`config.mk`:
```
export PLATFORM = sky130hd
export DESIGN_NAME = chain_spi_target
export DESIGN_NICKNAME = d
export VERILOG_FILES = /design/src/design/chain_spi_pkg.sv /design/src/design/chain_spi_target.sv /design/src/design/sync_2ff.sv /design/src/design/chain_id_forward.sv
export SDC_FILE = /design/constraint.sdc
export NUM_CORES = 1
export LEC_CHECK = 0
export ABC_CLOCK_PERIOD_IN_PS = 2450
export BUFFER_PORTS_ARGS = -buffer_cell sky130_fd_sc_hd__buf_2
export CAP_MARGIN = 20
export CORE_ASPECT_RATIO = 2
export CORE_MARGIN = 10
export CORE_UTILIZATION = 25
export DETAILED_ROUTE_END_ITERATION = 8
export GPL_ROUTABILITY_DRIVEN = 0
export PLACE_DENSITY_LB_ADDON = 0.08
export SLEW_MARGIN = 20
export SYNTH_ARGS = -nofsm -noshare
export SYNTH_HDL_FRONTEND = slang
export SYNTH_SLANG_ARGS = --single-unit
```
`constraint.sdc`:
```
create_clock -name i_clk_sys -period 2.45 [get_ports i_clk_sys]
set_input_delay 0.3675 -clock i_clk_sys [delete_from_list [all_inputs] [get_ports i_clk_sys]]
set_output_delay 0.3675 -clock i_clk_sys [all_outputs]
set_load 0.01 [all_outputs]
```
`src/design/chain_spi_pkg.sv`:
```
package chain_spi_pkg;

    // Serial framing
    localparam logic [3:0] BYTE_BITS      = 4'h8;
    localparam logic [3:0] BIT_CNT_OVER   = 4'h9;
    localparam logic [3:0] CID_FIRST_BIT  = 4'h4;
    localparam int         CTRL_BCAST_BIT = 7;
    localparam int         CTRL_READ_BIT  = 6;

    // Serial register addresses
    localparam logic [7:0] SPI_CHAN_STATUS = 8'h00;
    localparam logic [7:0] SPI_FILT_MODE0  = 8'h01;
    localparam logic [7:0] SPI_FILT_MODE1  = 8'h02;
    localparam logic [7:0] SPI_FILT_DLY0   = 8'h03;
    localparam logic [7:0] SPI_FILT_DLY1   = 8'h04;
    localparam logic [7:0] SPI_REG_RST     = 8'h00;

    // Register bus map
    localparam logic [7:0] AXI_CTRL       = 8'h00;
    localparam logic [7:0] AXI_STATUS     = 8'h04;
    localparam logic [7:0] AXI_COUNT      = 8'h08;
    localparam logic [5:0] AXI_MIRROR_LO  = 6'h04;
    localparam logic [5:0] AXI_MIRROR_HI  = 6'h08;
    localparam logic       CTRL_EN_RST    = 1'b1;
    localparam int         CTRL_EN_BIT    = 0;
    localparam int         STAT_LOST_BIT  = 8;
    localparam int         STAT_DRIVE_BIT = 9;
    localparam logic [1:0] RESP_OKAY      = 2'h0;
    localparam logic [1:0] RESP_DECERR    = 2'h3;

    // Synchroniser reset value for select, clock, data
    localparam logic [2:0] PIN_SYNC_RST   = 3'h4;

    // Packet phase
    typedef enum logic [1:0] {
        PH_CTRL = 2'b00,
        PH_ADDR = 2'b01,
        PH_DATA = 2'b10,
        PH_LOST = 2'b11
    } phase_t;

endpackage : chain_spi_pkg

```
`src/design/chain_spi_target.sv`:
```
// Chosen here: the AXI4-Lite interface to the registers and the address map.
`timescale 1ns/100ps
`default_nettype none

// What the serial link requires of this block and its master
// (RULE1) Packet is control, address, data bytes
// (RULE2) Sample input on eight rising clocks
// (RULE3) Select release after eight bits advances byte
// (RULE4) Master frames each byte with select
// (RULE5) Drive output only in read data byte
// (RULE6) Clock edge with select high resynchronises
// (RULE7) Abandoned packet leaves register unchanged
// (RULE8) Master repeats corrupted write after resync; the bench master does not repeat its abandoned write to address 8'h02
// (RULE9) Control bit 6 high means read
// (RULE10) Control bit 6 low means write
// (RULE11) Read ignores broadcast; only addressed answers
// (RULE12) Unimplemented address reads all zeros
// (RULE13) Unimplemented address write changes nothing
// (RULE14) Broadcast write updates every chained device
// (RULE15) Plain write updates only selected device
// (RULE16) Forward input bits unchanged except id
// (RULE17) Low four control bits zero select
// (RULE18) Decrement id serially with rippling borrow
// (RULE19) Master places id bits reversed
// (RULE20) Single device uses chain id zero
// (RULE21) Second byte address, third byte data
// (RULE22) Bytes shifted most significant bit first
module chain_spi_target (
    // System
    input  wire logic        i_clk_sys,
    input  wire logic        i_rst,
    input  wire logic        i_ce,
    // Serial pins
    input  wire logic        i_sclk,
    input  wire logic        i_select_n,
    input  wire logic        i_mosi,
    output logic             o_miso,
    output logic             o_miso_oe_n,
    output logic             o_serial_forward_out,
    // Channel state and filter settings
    input  wire logic [7:0]  i_channel_status,
    output logic      [15:0] o_filter_mode,
    output logic      [15:0] o_filter_delay,
    // AXI4-Lite write
    input  wire logic        i_s_axi_awvalid,
    output logic             o_s_axi_awready,
    input  wire logic [7:0]  i_s_axi_awaddr,
    input  wire logic        i_s_axi_wvalid,
    output logic             o_s_axi_wready,
    input  wire logic [31:0] i_s_axi_wdata,
    input  wire logic [3:0]  i_s_axi_wstrb,
    output logic             o_s_axi_bvalid,
    input  wire logic        i_s_axi_bready,
    output logic      [1:0]  o_s_axi_bresp,
    // AXI4-Lite read
    input  wire logic        i_s_axi_arvalid,
    output logic             o_s_axi_arready,
    input  wire logic [7:0]  i_s_axi_araddr,
    output logic             o_s_axi_rvalid,
    input  wire logic        i_s_axi_rready,
    output logic      [31:0] o_s_axi_rdata,
    output logic      [1:0]  o_s_axi_rresp
);

    // Synchronised pins and edges
    logic [2:0]                 pins_s;
    logic [7:0]                 status_s;
    logic                       sclk_s;
    logic                       nss_s;
    logic                       mosi_s;
    logic                       sclk_d;
    logic                       nss_d;
    logic                       sclk_rise;
    logic                       sclk_fall;
    logic                       nss_rise;
    logic                       nss_fall;

    // Serial state
    chain_spi_pkg::phase_t      phase;
    chain_spi_pkg::phase_t      next_phase;
    logic [3:0]                 bit_cnt;
    logic [3:0]                 next_bit_cnt;
    logic [7:0]                 shift_in;
    logic [7:0]                 next_shift_in;
    logic [7:0]                 ctrl_byte;
    logic [7:0]                 next_ctrl_byte;
    logic [7:0]                 tx_shift;
    logic [7:0]                 next_tx_shift;
    logic                       drive;
    logic                       next_drive;
    logic [7:0]                 mode0;
    logic [7:0]                 mode1;
    logic [7:0]                 dly0;
    logic [7:0]                 dly1;
    logic [7:0]                 next_mode0;
    logic [7:0]                 next_mode1;
    logic [7:0]                 next_dly0;
    logic [7:0]                 next_dly1;
    logic                       lost_flag;
    logic                       next_lost_flag;
    logic [7:0]                 addr_byte;
    logic [7:0]                 next_addr_byte;
    logic                       is_read;
    logic                       selected;

    // Bus state
    logic                       enable;
    logic                       next_enable;
    logic                       next_bvalid;
    logic [1:0]                 next_bresp;
    logic                       next_rvalid;
    logic [31:0]                next_rdata;
    logic [1:0]                 next_rresp;
    logic                       wr_go;
    logic                       clr_lost;

    // Pin and status synchronisers
    sync_2ff #(.W(3), .RST_VAL(chain_spi_pkg::PIN_SYNC_RST)) u_pin_sync (
        .i_clk_sys (i_clk_sys),
        .i_rst     (i_rst),
        .i_ce      (i_ce),
        .i_async   ({i_select_n, i_sclk, i_mosi}),
        .o_sync    (pins_s)
    );

    sync_2ff #(.W(8), .RST_VAL(8'h00)) u_status_sync (
        .i_clk_sys (i_clk_sys),
        .i_rst     (i_rst),
        .i_ce      (i_ce),
        .i_async   (i_channel_status),
        .o_sync    (status_s)
    );

    // Edge detection on synchronised pins
    assign nss_s     = pins_s[2];
    assign sclk_s    = pins_s[1];
    assign mosi_s    = pins_s[0];
    assign sclk_rise = sclk_s & ~sclk_d;
    assign sclk_fall = ~sclk_s & sclk_d;
    assign nss_rise  = nss_s & ~nss_d;
    assign nss_fall  = ~nss_s & nss_d;

    // (RULE9) (RULE10) read or write decode
    assign is_read  = ctrl_byte[chain_spi_pkg::CTRL_READ_BIT];
    // (RULE17) zero chain id selects
    assign selected = (ctrl_byte[3:0] == 4'h0);

    // Daisy-chain pass-through
    chain_id_forward u_forward (
        .i_clk_sys            (i_clk_sys),
        .i_rst                (i_rst),
        .i_ce                 (i_ce),
        .i_ctrl_phase         (phase == chain_spi_pkg::PH_CTRL),
        .i_bit_cnt            (bit_cnt),
        .i_take               (sclk_rise & ~nss_s),
        .i_bit                (mosi_s),
        .i_mosi               (i_mosi),
        .o_serial_forward_out (o_serial_forward_out)
    );

    // Serial packet engine next state
    always_comb begin
        next_phase     = phase;
        next_bit_cnt   = bit_cnt;
        next_shift_in  = shift_in;
        next_ctrl_byte = ctrl_byte;
        next_tx_shift  = tx_shift;
        next_drive     = drive;
        next_mode0     = mode0;
        next_mode1     = mode1;
        next_dly0      = dly0;
        next_dly1      = dly1;
        next_lost_flag = lost_flag & ~clr_lost;
        next_addr_byte = addr_byte;
        if (!enable) begin
            next_phase   = chain_spi_pkg::PH_CTRL;
            next_bit_cnt = 4'h0;
            next_drive   = 1'b0;
        end else begin
            if (sclk_rise && nss_s) begin
                // (RULE6) resynchronise to control byte
                next_phase   = chain_spi_pkg::PH_CTRL;
                next_bit_cnt = 4'h0;
                next_drive   = 1'b0;
            end else if (sclk_rise) begin
                // (RULE2) (RULE22) shift in msb first
                next_shift_in = {shift_in[6:0], mosi_s};
                next_bit_cnt  = (bit_cnt >= chain_spi_pkg::BYTE_BITS) ?
                                chain_spi_pkg::BIT_CNT_OVER : bit_cnt + 4'h1;
            end
            if (sclk_fall && drive) begin
                next_tx_shift = {tx_shift[6:0], 1'b0};
            end
            // (RULE5) (RULE11) drive only for selected read
            if (nss_fall && phase == chain_spi_pkg::PH_DATA && is_read && selected) begin
                next_drive = 1'b1;
            end
            if (nss_rise) begin
                next_drive   = 1'b0;
                next_bit_cnt = 4'h0;
                if (bit_cnt == chain_spi_pkg::BYTE_BITS) begin
                    // (RULE3) (RULE1) (RULE21) advance byte
                    unique case (phase)
                        chain_spi_pkg::PH_CTRL: begin
                            next_ctrl_byte = shift_in;
                            next_phase     = chain_spi_pkg::PH_ADDR;
                        end
                        chain_spi_pkg::PH_ADDR: begin
                            next_addr_byte = shift_in;
                            next_phase     = chain_spi_pkg::PH_DATA;
                            // (RULE12) unmapped reads zero
                            unique case (shift_in)
                                chain_spi_pkg::SPI_CHAN_STATUS: next_tx_shift = status_s;
                                chain_spi_pkg::SPI_FILT_MODE0:  next_tx_shift = mode0;
                                chain_spi_pkg::SPI_FILT_MODE1:  next_tx_shift = mode1;
                                chain_spi_pkg::SPI_FILT_DLY0:   next_tx_shift = dly0;
                                chain_spi_pkg::SPI_FILT_DLY1:   next_tx_shift = dly1;
                                default:                        next_tx_shift = 8'h00;
                            endcase
                        end
                        chain_spi_pkg::PH_DATA: begin
                            // (RULE14) (RULE15) (RULE13) commit write
                            if (!is_read && (selected || ctrl_byte[chain_spi_pkg::CTRL_BCAST_BIT])) begin
                                unique case (addr_byte)
                                    chain_spi_pkg::SPI_FILT_MODE0: next_mode0 = shift_in;
                                    chain_spi_pkg::SPI_FILT_MODE1: next_mode1 = shift_in;
                                    chain_spi_pkg::SPI_FILT_DLY0:  next_dly0  = shift_in;
                                    chain_spi_pkg::SPI_FILT_DLY1:  next_dly1  = shift_in;
                                    default: ;
                                endcase
                            end
                            next_phase    = chain_spi_pkg::PH_CTRL;
                        end
                        chain_spi_pkg::PH_LOST: ;
                    endcase
                end else if (bit_cnt != 4'h0 && phase != chain_spi_pkg::PH_LOST) begin
                    // (RULE7) abandon packet, nothing written
                    next_phase     = chain_spi_pkg::PH_LOST;
                    next_lost_flag = 1'b1;
                end
            end
        end
    end

    // Register serial state; clock enable low freezes it
    always_ff @(posedge i_clk_sys) begin
        if (i_rst) begin
            {nss_d, sclk_d} <= chain_spi_pkg::PIN_SYNC_RST[2:1];
            phase           <= chain_spi_pkg::PH_CTRL;
            {bit_cnt, shift_in, ctrl_byte, addr_byte, tx_shift, drive, lost_flag} <= '0;
            {mode0, mode1, dly0, dly1} <= {4{chain_spi_pkg::SPI_REG_RST}};
        end else if (i_ce) begin
            {nss_d, sclk_d} <= {nss_s, sclk_s};
            phase           <= next_phase;
            {bit_cnt, shift_in, ctrl_byte, addr_byte} <=
                {next_bit_cnt, next_shift_in, next_ctrl_byte, next_addr_byte};
            {tx_shift, drive, lost_flag} <= {next_tx_shift, next_drive, next_lost_flag};
            {mode0, mode1, dly0, dly1} <= {next_mode0, next_mode1, next_dly0, next_dly1};
        end
    end

    // Serial output pins and filter settings
    assign o_miso         = tx_shift[7];
    assign o_miso_oe_n    = ~drive;
    assign o_filter_mode  = {mode1, mode0};
    assign o_filter_delay = {dly1, dly0};

    // Bus takes address and data together; one write and one read in flight
    assign wr_go           = i_ce && i_s_axi_awvalid && i_s_axi_wvalid && !o_s_axi_bvalid;
    assign o_s_axi_awready = wr_go;
    assign o_s_axi_wready  = wr_go;
    assign o_s_axi_arready = i_ce && !o_s_axi_rvalid;
    assign clr_lost        = wr_go && (i_s_axi_awaddr == chain_spi_pkg::AXI_STATUS)
                             && i_s_axi_wdata[chain_spi_pkg::STAT_LOST_BIT];

    // Bus responses and read decode
    always_comb begin
        next_enable = enable;
        next_bvalid = o_s_axi_bvalid && !i_s_axi_bready;
        next_bresp  = o_s_axi_bresp;
        next_rvalid = o_s_axi_rvalid && !i_s_axi_rready;
        next_rdata  = o_s_axi_rdata;
        next_rresp  = o_s_axi_rresp;
        if (wr_go) begin
            next_bvalid = 1'b1;
            next_bresp  = chain_spi_pkg::RESP_DECERR;
            if (i_s_axi_awaddr == chain_spi_pkg::AXI_STATUS) begin
                next_bresp = chain_spi_pkg::RESP_OKAY;
            end
            if (i_s_axi_awaddr == chain_spi_pkg::AXI_CTRL) begin
                next_bresp  = chain_spi_pkg::RESP_OKAY;
                next_enable = i_s_axi_wdata[chain_spi_pkg::CTRL_EN_BIT];
            end
        end
        if (i_s_axi_arvalid && o_s_axi_arready) begin
            next_rvalid = 1'b1;
            next_rresp  = chain_spi_pkg::RESP_OKAY;
            unique case (i_s_axi_araddr)
                chain_spi_pkg::AXI_CTRL:   next_rdata = {31'h0, enable};
                chain_spi_pkg::AXI_STATUS: next_rdata = {22'h0, drive, lost_flag, status_s};
                default: begin
                    next_rdata = 32'h0;
                    next_rresp = chain_spi_pkg::RESP_DECERR;
                end
            endcase
        end
    end

    // Register bus state
    always_ff @(posedge i_clk_sys) begin
        if (i_rst) begin
            enable <= chain_spi_pkg::CTRL_EN_RST;
            {o_s_axi_bvalid, o_s_axi_bresp, o_s_axi_rvalid, o_s_axi_rdata, o_s_axi_rresp} <= '0;
        end else if (i_ce) begin
            enable <= next_enable;
            {o_s_axi_bvalid, o_s_axi_bresp, o_s_axi_rvalid, o_s_axi_rdata, o_s_axi_rresp} <=
                {next_bvalid, next_bresp, next_rvalid, next_rdata, next_rresp};
        end
    end

endmodule : chain_spi_target

`default_nettype wire

```
`src/design/sync_2ff.sv`:
```
`timescale 1ns/100ps
`default_nettype none

// Two-stage synchroniser for signals from outside the clock domain
module sync_2ff #(
    parameter int            W       = 1,
    parameter logic [W-1:0]  RST_VAL = '0
) (
    // System
    input  wire logic         i_clk_sys,
    input  wire logic         i_rst,
    input  wire logic         i_ce,
    // Data
    input  wire logic [W-1:0] i_async,
    output logic      [W-1:0] o_sync
);

    logic [W-1:0] meta;
    logic [W-1:0] next_meta;
    logic [W-1:0] next_sync;

    // Shift one stage per enabled cycle
    always_comb begin
        next_meta = i_ce ? i_async : meta;
        next_sync = i_ce ? meta : o_sync;
    end

    // Register both stages
    always_ff @(posedge i_clk_sys) begin
        if (i_rst) begin
            meta   <= RST_VAL;
            o_sync <= RST_VAL;
        end else begin
            meta   <= next_meta;
            o_sync <= next_sync;
        end
    end

endmodule : sync_2ff

`default_nettype wire

```
`src/design/chain_id_forward.sv`:
```
`timescale 1ns/100ps
`default_nettype none

// Pass-through of the serial input, decrementing the chain id bits
module chain_id_forward (
    // System
    input  wire logic       i_clk_sys,
    input  wire logic       i_rst,
    input  wire logic       i_ce,
    // Receiver state
    input  wire logic       i_ctrl_phase,
    input  wire logic [3:0] i_bit_cnt,
    input  wire logic       i_take,
    input  wire logic       i_bit,
    // Pins
    input  wire logic       i_mosi,
    output logic            o_serial_forward_out
);

    logic borrow;
    logic next_borrow;
    logic in_cid;

    assign in_cid = i_ctrl_phase && (i_bit_cnt >= chain_spi_pkg::CID_FIRST_BIT)
                    && (i_bit_cnt < chain_spi_pkg::BYTE_BITS);

    // (RULE18) serial borrow ripple
    always_comb begin
        next_borrow = 1'b1;
        if (in_cid) begin
            next_borrow = (i_take) ? (borrow & ~i_bit) : borrow;
        end
    end

    always_ff @(posedge i_clk_sys) begin
        if (i_rst) begin
            borrow <= 1'b1;
        end else if (i_ce) begin
            borrow <= next_borrow;
        end
    end

    // (RULE16) combinational pass-through
    assign o_serial_forward_out = i_mosi ^ (in_cid & borrow);

endmodule : chain_id_forward

`default_nettype wire

```
======== Yosys cells after proc, flatten, opt, wreduce, memory -nomap -nowiden ========
Cells that the tools add are included.
cells by class
  reduce and logical (&&, ||, !) cells .... 45
  add/subtract/negate cells ............... 1
  muxes and demuxes ....................... 32
  bitwise operators ....................... 17
  equal/unequal tests ..................... 17
  order comparisons ....................... 3
operator list
  cell                 number
  $pmux 8 s5           1
  $eq 8x2->1 const B   4
  $eq 8x3->1 const B   4
  $mux 8               4
  $reduce_and 7->1     4
  $logic_not 8->1      3
  $mux 4               5
  $pmux 10 s2          1
  $logic_and 1x1->1    18
  $eq 8x1->1 const B   2
  $mux 2               8
  $mux 1               12
  $reduce_and 2->1     6
  $reduce_and 5->1     2
  $and 1x1->1          8
  $not 1->1            8
  $pmux 2 s3           1
  $logic_not 1->1      5
  $add 4x1->4 const B  1
  $eq 4x4->1 const B   1
  $ge 4x3->1 const B   1
  $ge 4x4->1 const B   1
  $logic_not 4->1      1
  $lt 4x4->1 const B   1
  other kinds (13)     13
storage, ports and cells
  input port bits ......................... 71
  output and inout bits ................... 76
  register bits after elaboration ......... 136
  word-level logic and storage cells ...... 140

======== Longest topological paths before layout ========
  depth in word-level cells ............... 11
  depth in mapped cells ................... 9
  depth with buffers taken out ............ 7

======== Hierarchy ========
Synthesis repeated with hierarchy kept, for this count alone.
unflattened totals
  cell total of the unflattened synthesis .. 569
  area, all modules ....................... 5156.2 µm²
by module, submodules not included
  module                     cells an instance  area an instance (µm²)  seq. area each (µm²)  instances
  chain_spi_target           492                4299.1                  1741.7                1
  sync_2ff at u_status_sync  52                 580.6                   320.3                 1
  sync_2ff at u_pin_sync     19                 216.5                   120.1                 1
  chain_id_forward           6                  60.1                    20.0                  1

======== Worst setup path before layout ========
No wires, ideal clock.
  path type ............................... register to register
  from .................................... reg bit_cnt[0]
  to ...................................... reg dly1[2]
  required time ........................... 2.322 ns
  buffers on the path ..................... 0
  cell stages (with the launch flop) ...... 8
  clock period less this slack ............ 1.922 ns
  setup time .............................. 0.128 ns
  setup slack ............................. 0.528 ns
  data arrival time ....................... 1.795 ns
  cells stage by stage .................... dfxtp_1 > inv_1 > ha_1 > and4bb_4 > nand4_4 > nor4_4 > mux2i_1 > nor2_1
on the way
  cells in the longest elaborated chain, start to end .. 2
ends and longest elaborated chain
  item                        RTL line                 text
  from (decl)                 chain_spi_target.sv:81   logic [3:0] bit_cnt;
  from (signal assigned)      chain_spi_target.sv:255  {bit_cnt, shift_in, ctrl_byte, addr_byte} <=
  $eq 4x4->1                  chain_spi_target.sv:201  if (bit_cnt == chain_spi_pkg::BYTE_BITS) begin
  $reduce_and 7->1 (no line)  --
  to (signal assigned)        chain_spi_target.sv:251  {mode0, mode1, dly0, dly1} <= {4{chain_spi_pkg::SPI_REG_RST}};
  to (signal assigned)        chain_spi_target.sv:258  {mode0, mode1, dly0, dly1} <= {next_mode0, next_mode1, next_dly0, next_dly1};
  to (decl)                   chain_spi_target.sv:94   logic [7:0] dly1;
Every way passes these cells.
A chain may end at the register's enable or synchronous reset.

======== Final worst setup path ========
  from .................................... reg shift_in[1]
  to ...................................... reg tx_shift[6]
on the way
  cells in the longest elaborated chain, start to end .. 5
  elaborated cells between the ends (all ways) .. 9
  those cells by class .................... 4 x eq/ne; 4 x mux; 1 x reduce/logical
ends and longest elaborated chain
  item                                      RTL line                 text
  from (decl)                               chain_spi_target.sv:83   logic [7:0] shift_in;
  from (signal assigned)                    chain_spi_target.sv:255
  $eq 8x3->1, or another cell as far along  chain_spi_target.sv:212  unique case (shift_in)
  $pmux 8 s5 *                              chain_spi_target.sv:212
  $mux 8 *                                  chain_spi_target.sv:203  unique case (phase)
  $mux 8 *                                  chain_spi_target.sv:201
  $mux 8 *                                  chain_spi_target.sv:198  if (nss_rise) begin
  to (signal assigned)                      chain_spi_target.sv:257  {tx_shift, drive, lost_flag} <= {next_tx_shift, next_drive, next_lost_flag};
  to (decl)                                 chain_spi_target.sv:87   logic [7:0] tx_shift;
Mark *: on every way between the ends. The rest lies on a longest branch, timed or not.

==> impl_metrics.xml <==
<?xml version="1.0" encoding="UTF-8"?>
<metrics>
  <group name="yosys">
    <metric name="post_synth_instance_area" unit="sq um">4994</metric>
    <metric name="ys.warnings.count" unit="">0</metric>
    <metric name="synth_cells" unit="">533</metric>
    <metric name="synth_top_flop_cell" unit="">sky130_fd_sc_hd__dfxtp_1</metric>
    <metric name="synthesis.area_per_instance" unit="sq um">9.369</metric>
    <metric name="synth_sequential_area_ratio" unit="%">44.10</metric>
    <metric name="synth.lib_cells_used.distinct" unit="">52</metric>
    <metric name="synth.ff_latch_count" unit="">110</metric>
    <metric name="synth_edf_count" unit="">0</metric>
    <metric name="async_flop_share" unit="%">0</metric>
  </group>
  <group name="sta">
    <metric name="min_period_over_period" unit="%">86.78</metric>
    <metric name="grt_setup_unrepaired" unit="">no</metric>
    <metric name="final_hold_viol_count" unit="">0</metric>
    <metric name="timing_max_transition_violations_final" unit="">0</metric>
    <metric name="setup_total_negative_slack" unit="ns">0</metric>
    <metric name="skew" unit="ns">0.01242</metric>
    <metric name="max_clock_freq" unit="MHz">470.4</metric>
    <metric name="worst_slew_margin_rel" unit="%">42.38</metric>
    <metric name="setup_slack" unit="ns">0.3240</metric>
    <metric name="setup_viol" unit="">0</metric>
    <metric name="finalCriticalPeriod" unit="ns">2.126</metric>
    <metric name="final.hold.worst_slack" unit="ns">0.2369</metric>
    <metric name="max_slew.worst_pin.slew" unit="ns">0.8632</metric>
  </group>
  <group name="grt">
    <metric name="antenna_found_initial" unit="">0</metric>
    <metric name="grt_remaining_overflow" unit="">0</metric>
    <metric name="grt_first_pass_wirelength" unit="microns">24210</metric>
    <metric name="grt_util_all_layers" unit="%">11.89</metric>
    <metric name="grt_start_max_net_pins" unit="">65</metric>
    <metric name="vias_in_the_first_global_route" unit="">4112</metric>
  </group>
  <group name="outcome">
    <metric name="status" unit="">finished, final reports clean</metric>
  </group>
  <group name="floorplan">
    <metric name="core_area" unit="sq um">19730</metric>
    <metric name="fp.dieW" unit="microns">119.9</metric>
    <metric name="initial_utilization" unit="%">25.31</metric>
    <metric name="ios" unit="">147</metric>
    <metric name="die_area" unit="sq um">26370</metric>
    <metric name="placement_rows" unit="">73</metric>
    <metric name="dieHeight" unit="microns">219.9</metric>
  </group>
  <group name="critical_path">
    <metric name="rr_worst_depth" unit="">6</metric>
    <metric name="worst_ep_arrival_time" unit="ns">2.41</metric>
    <metric name="critical_path.startpoint_type" unit="">register</metric>
    <metric name="crit_path_end_kind" unit="">register</metric>
    <metric name="critPathKind" unit="">reg -&gt; reg</metric>
    <metric name="timing.critical_path.fanout_max" unit="">13</metric>
    <metric name="critPathRequiredTime" unit="ns">2.74</metric>
  </group>
  <group name="finish">
    <metric name="utilization_after_layout" unit="%">30.31</metric>
    <metric name="synthToLayoutAreaGrowth" unit="%">19.74</metric>
    <metric name="insertedDiodeCount" unit="">0</metric>
    <metric name="nNetsFinal" unit="">689</metric>
    <metric name="drive_gt1_share" unit="%">23.83</metric>
  </group>
  <group name="pwr">
    <metric name="ir_worst_vdd" unit="mV">0.3030</metric>
    <metric name="static-leakage-power" unit="nW">2.410</metric>
    <metric name="power_density" unit="nW/um^2">584.7</metric>
  </group>
  <group name="hold_path">
    <metric name="whs_path_depth" unit="">3</metric>
    <metric name="min_path_type" unit="">in -&gt; reg</metric>
  </group>
  <group name="clock_network">
    <metric name="cts.clk_slew.worst_paths" unit="ns">0.08</metric>
    <metric name="cts_made_buffers" unit="">9</metric>
    <metric name="cts_tree" unit="">built</metric>
    <metric name="clk_latency" unit="ns">0.36</metric>
    <metric name="clock_tree.buffer_depth" unit="">2</metric>
    <metric name="clock_sink_count" unit="">110</metric>
    <metric name="ctsRootBufferMaster" unit="">sky130_fd_sc_hd__clkbuf_16</metric>
    <metric name="post_cts_buffers" unit="">0</metric>
    <metric name="htree_levels" unit="">3</metric>
    <metric name="number_of_buffers_inserted_by_hold_repair_at_cts" unit="">0</metric>
    <metric name="cts_resized" unit="">0</metric>
  </group>
  <group name="flow_run">
    <metric name="max-cap-violations" unit="">0</metric>
  </group>
  <group name="drt">
    <metric name="routed_via_density" unit="">4.583</metric>
    <metric name="drc" unit="">0</metric>
    <metric name="drt_pass1_iterations" unit="">4</metric>
    <metric name="vias" unit="">4047</metric>
    <metric name="wirelength" unit="microns">15690</metric>
    <metric name="drtAntennaViolNets" unit="">0</metric>
    <metric name="routed_length_per_placed_instance" unit="microns">17.77</metric>
    <metric name="drt_first_iter_violations" unit="">181</metric>
  </group>
  <group name="placed_design">
    <metric name="number_of_buffers_added_on_ports" unit="">90</metric>
    <metric name="hpwl" unit="microns">11940</metric>
    <metric name="place_worst_setup_slack" unit="ns">0.3008</metric>
  </group>
</metrics>
==> path summary, 6_finish.rpt <==
kind | start | to | slack, ns
worst max-delay path | shift_in[1] | tx_shift[6] | 0.32
worst min-delay path | i_select_n | u_pin_sync.meta[2] | 0.24
worst max register to register | shift_in[1] | tx_shift[6] | 0.32
worst min register to register | u_pin_sync.meta[2] | u_pin_sync.meta[2] | 0.47
==> per-layer routing <==
layer / wire length, microns / up-vias / GRT usage, %
met5: 0 / - / 0
met4: 586 / 0 / 6.346
met3: 843 / 22 / 3.024
met2: 8111 / 96 / 21.48
met1: 6148 / 1951 / 12.26
li1: - / 1978 / -
==> critical path, stage by stage (launching register included) <==
cell and delay, ns:
sky130_fd_sc_hd__dfxtp_1 0.75, sky130_fd_sc_hd__buf_4 0.36, sky130_fd_sc_hd__mux2i_1 0.11, sky130_fd_sc_hd__o21ai_0 0.15, sky130_fd_sc_hd__a21oi_1 0.11, sky130_fd_sc_hd__or4_1 0.42, sky130_fd_sc_hd__a21oi_1 0.16
==> metrics by stage <==
stage	power (mW)	instances	area (sq um)
6_report	3.497	883	5979
5_1_grt	3.649	883	5979
4_1_cts	3.558	883	5979
3_5_place_dp	2.060	867	5675
3_3_place_gp	2.058	867	5675
2_1_floorplan	2.009	554	5072
==> cell usage in the layout, fill, tap and decap left out, drive strengths merged, types with 5 or more instances in the layout <==
cell type / synthesis / routed
conb: 1 / 22
a21oi: 24 / 24
nand3b: 7 / 7
a221oi: 10 / 10
mux2i: 78 / 78
nand2: 35 / 35
o21ai: 9 / 9
dfxtp: 110 / 110
nand4: 7 / 7
a22oi: 10 / 10
buf: 35 / 112
nand2b: 5 / 5
nor4: 8 / 8
nand3: 14 / 14
nor2: 98 / 98
inv: 7 / 8
mux4: 6 / 6
clkbuf: 26 / 13
==> final cells by class <==
type	instances	area, sq um
inverter	8	30.03
clock buffer	13	280.3
sequential	110	2202
multi-input combinational	375	2500
tap	262	327.8
fill	2164	13750
clock inverter	3	23.77
timing repair buffer	112	615.6
==> registers in the layout, indices dropped and copies added (netlist names), 2 cells and up <==
signal                cells
o_s_axi_rdata            10
mode0                     8
dly0                      8
u_pin_sync.meta           3
dly1                      8
bit_cnt                   4
u_status_sync.o_sync      8
phase                     2
u_status_sync.meta        8
mode1                     8
tx_shift                  8
ctrl_byte                 6
shift_in                  8
u_pin_sync.o_sync         3
addr_byte                 8
==> cell usage after synthesis, types with 3 or more instances <==
cell                       instances  area share, %
sky130_fd_sc_hd__a31oi_1           3           0.38
sky130_fd_sc_hd__nand3_1          14            1.4
sky130_fd_sc_hd__a221oi_1         10            1.8
sky130_fd_sc_hd__clkbuf_1         26            2.0
sky130_fd_sc_hd__buf_1             3           0.23
sky130_fd_sc_hd__mux4_2            6            2.7
sky130_fd_sc_hd__nor3_1            4           0.40
sky130_fd_sc_hd__nor4_4            4            1.7
sky130_fd_sc_hd__o21ai_0           9           0.90
sky130_fd_sc_hd__buf_4            26            3.9
sky130_fd_sc_hd__nor2b_1           3           0.38
sky130_fd_sc_hd__dfxtp_1         110             44
sky130_fd_sc_hd__mux2i_1          78             16
sky130_fd_sc_hd__inv_1             7           0.53
sky130_fd_sc_hd__nand3b_1          7            1.1
sky130_fd_sc_hd__or3_1             4           0.50
sky130_fd_sc_hd__nand2b_1          5           0.63
sky130_fd_sc_hd__nor2_1           97            7.3
sky130_fd_sc_hd__a21oi_1          24            2.4
sky130_fd_sc_hd__nand4_1           5           0.63
sky130_fd_sc_hd__buf_2             5           0.50
sky130_fd_sc_hd__o211ai_1          3           0.45
sky130_fd_sc_hd__a22oi_1          10            1.5
sky130_fd_sc_hd__nand2_1          34            2.6
==> report_power, final <==
part	leakage, nW	internal (mW)	switching (mW)
logic	1.38	0.0708	0.118
registers	0.890	1.81	0.0174
clock network	0.144	0.806	0.675
total	2.41	2.69	0.810
==> cell families after synthesis <==
logic type	after synthesis	share of synthesized area, %
DFF	110	44.10
xor gates and xnor gates	1	0.1754
other	1	0.07510
AOI/OAI and AO/OA	67	8.745
adders and majority gates	2	0.5010
and+or+nand+nor	197	20.20
buffers and inverters	69	7.417
muxes	86	18.79
Note: power is estimated with default switching activity, not from simulation.
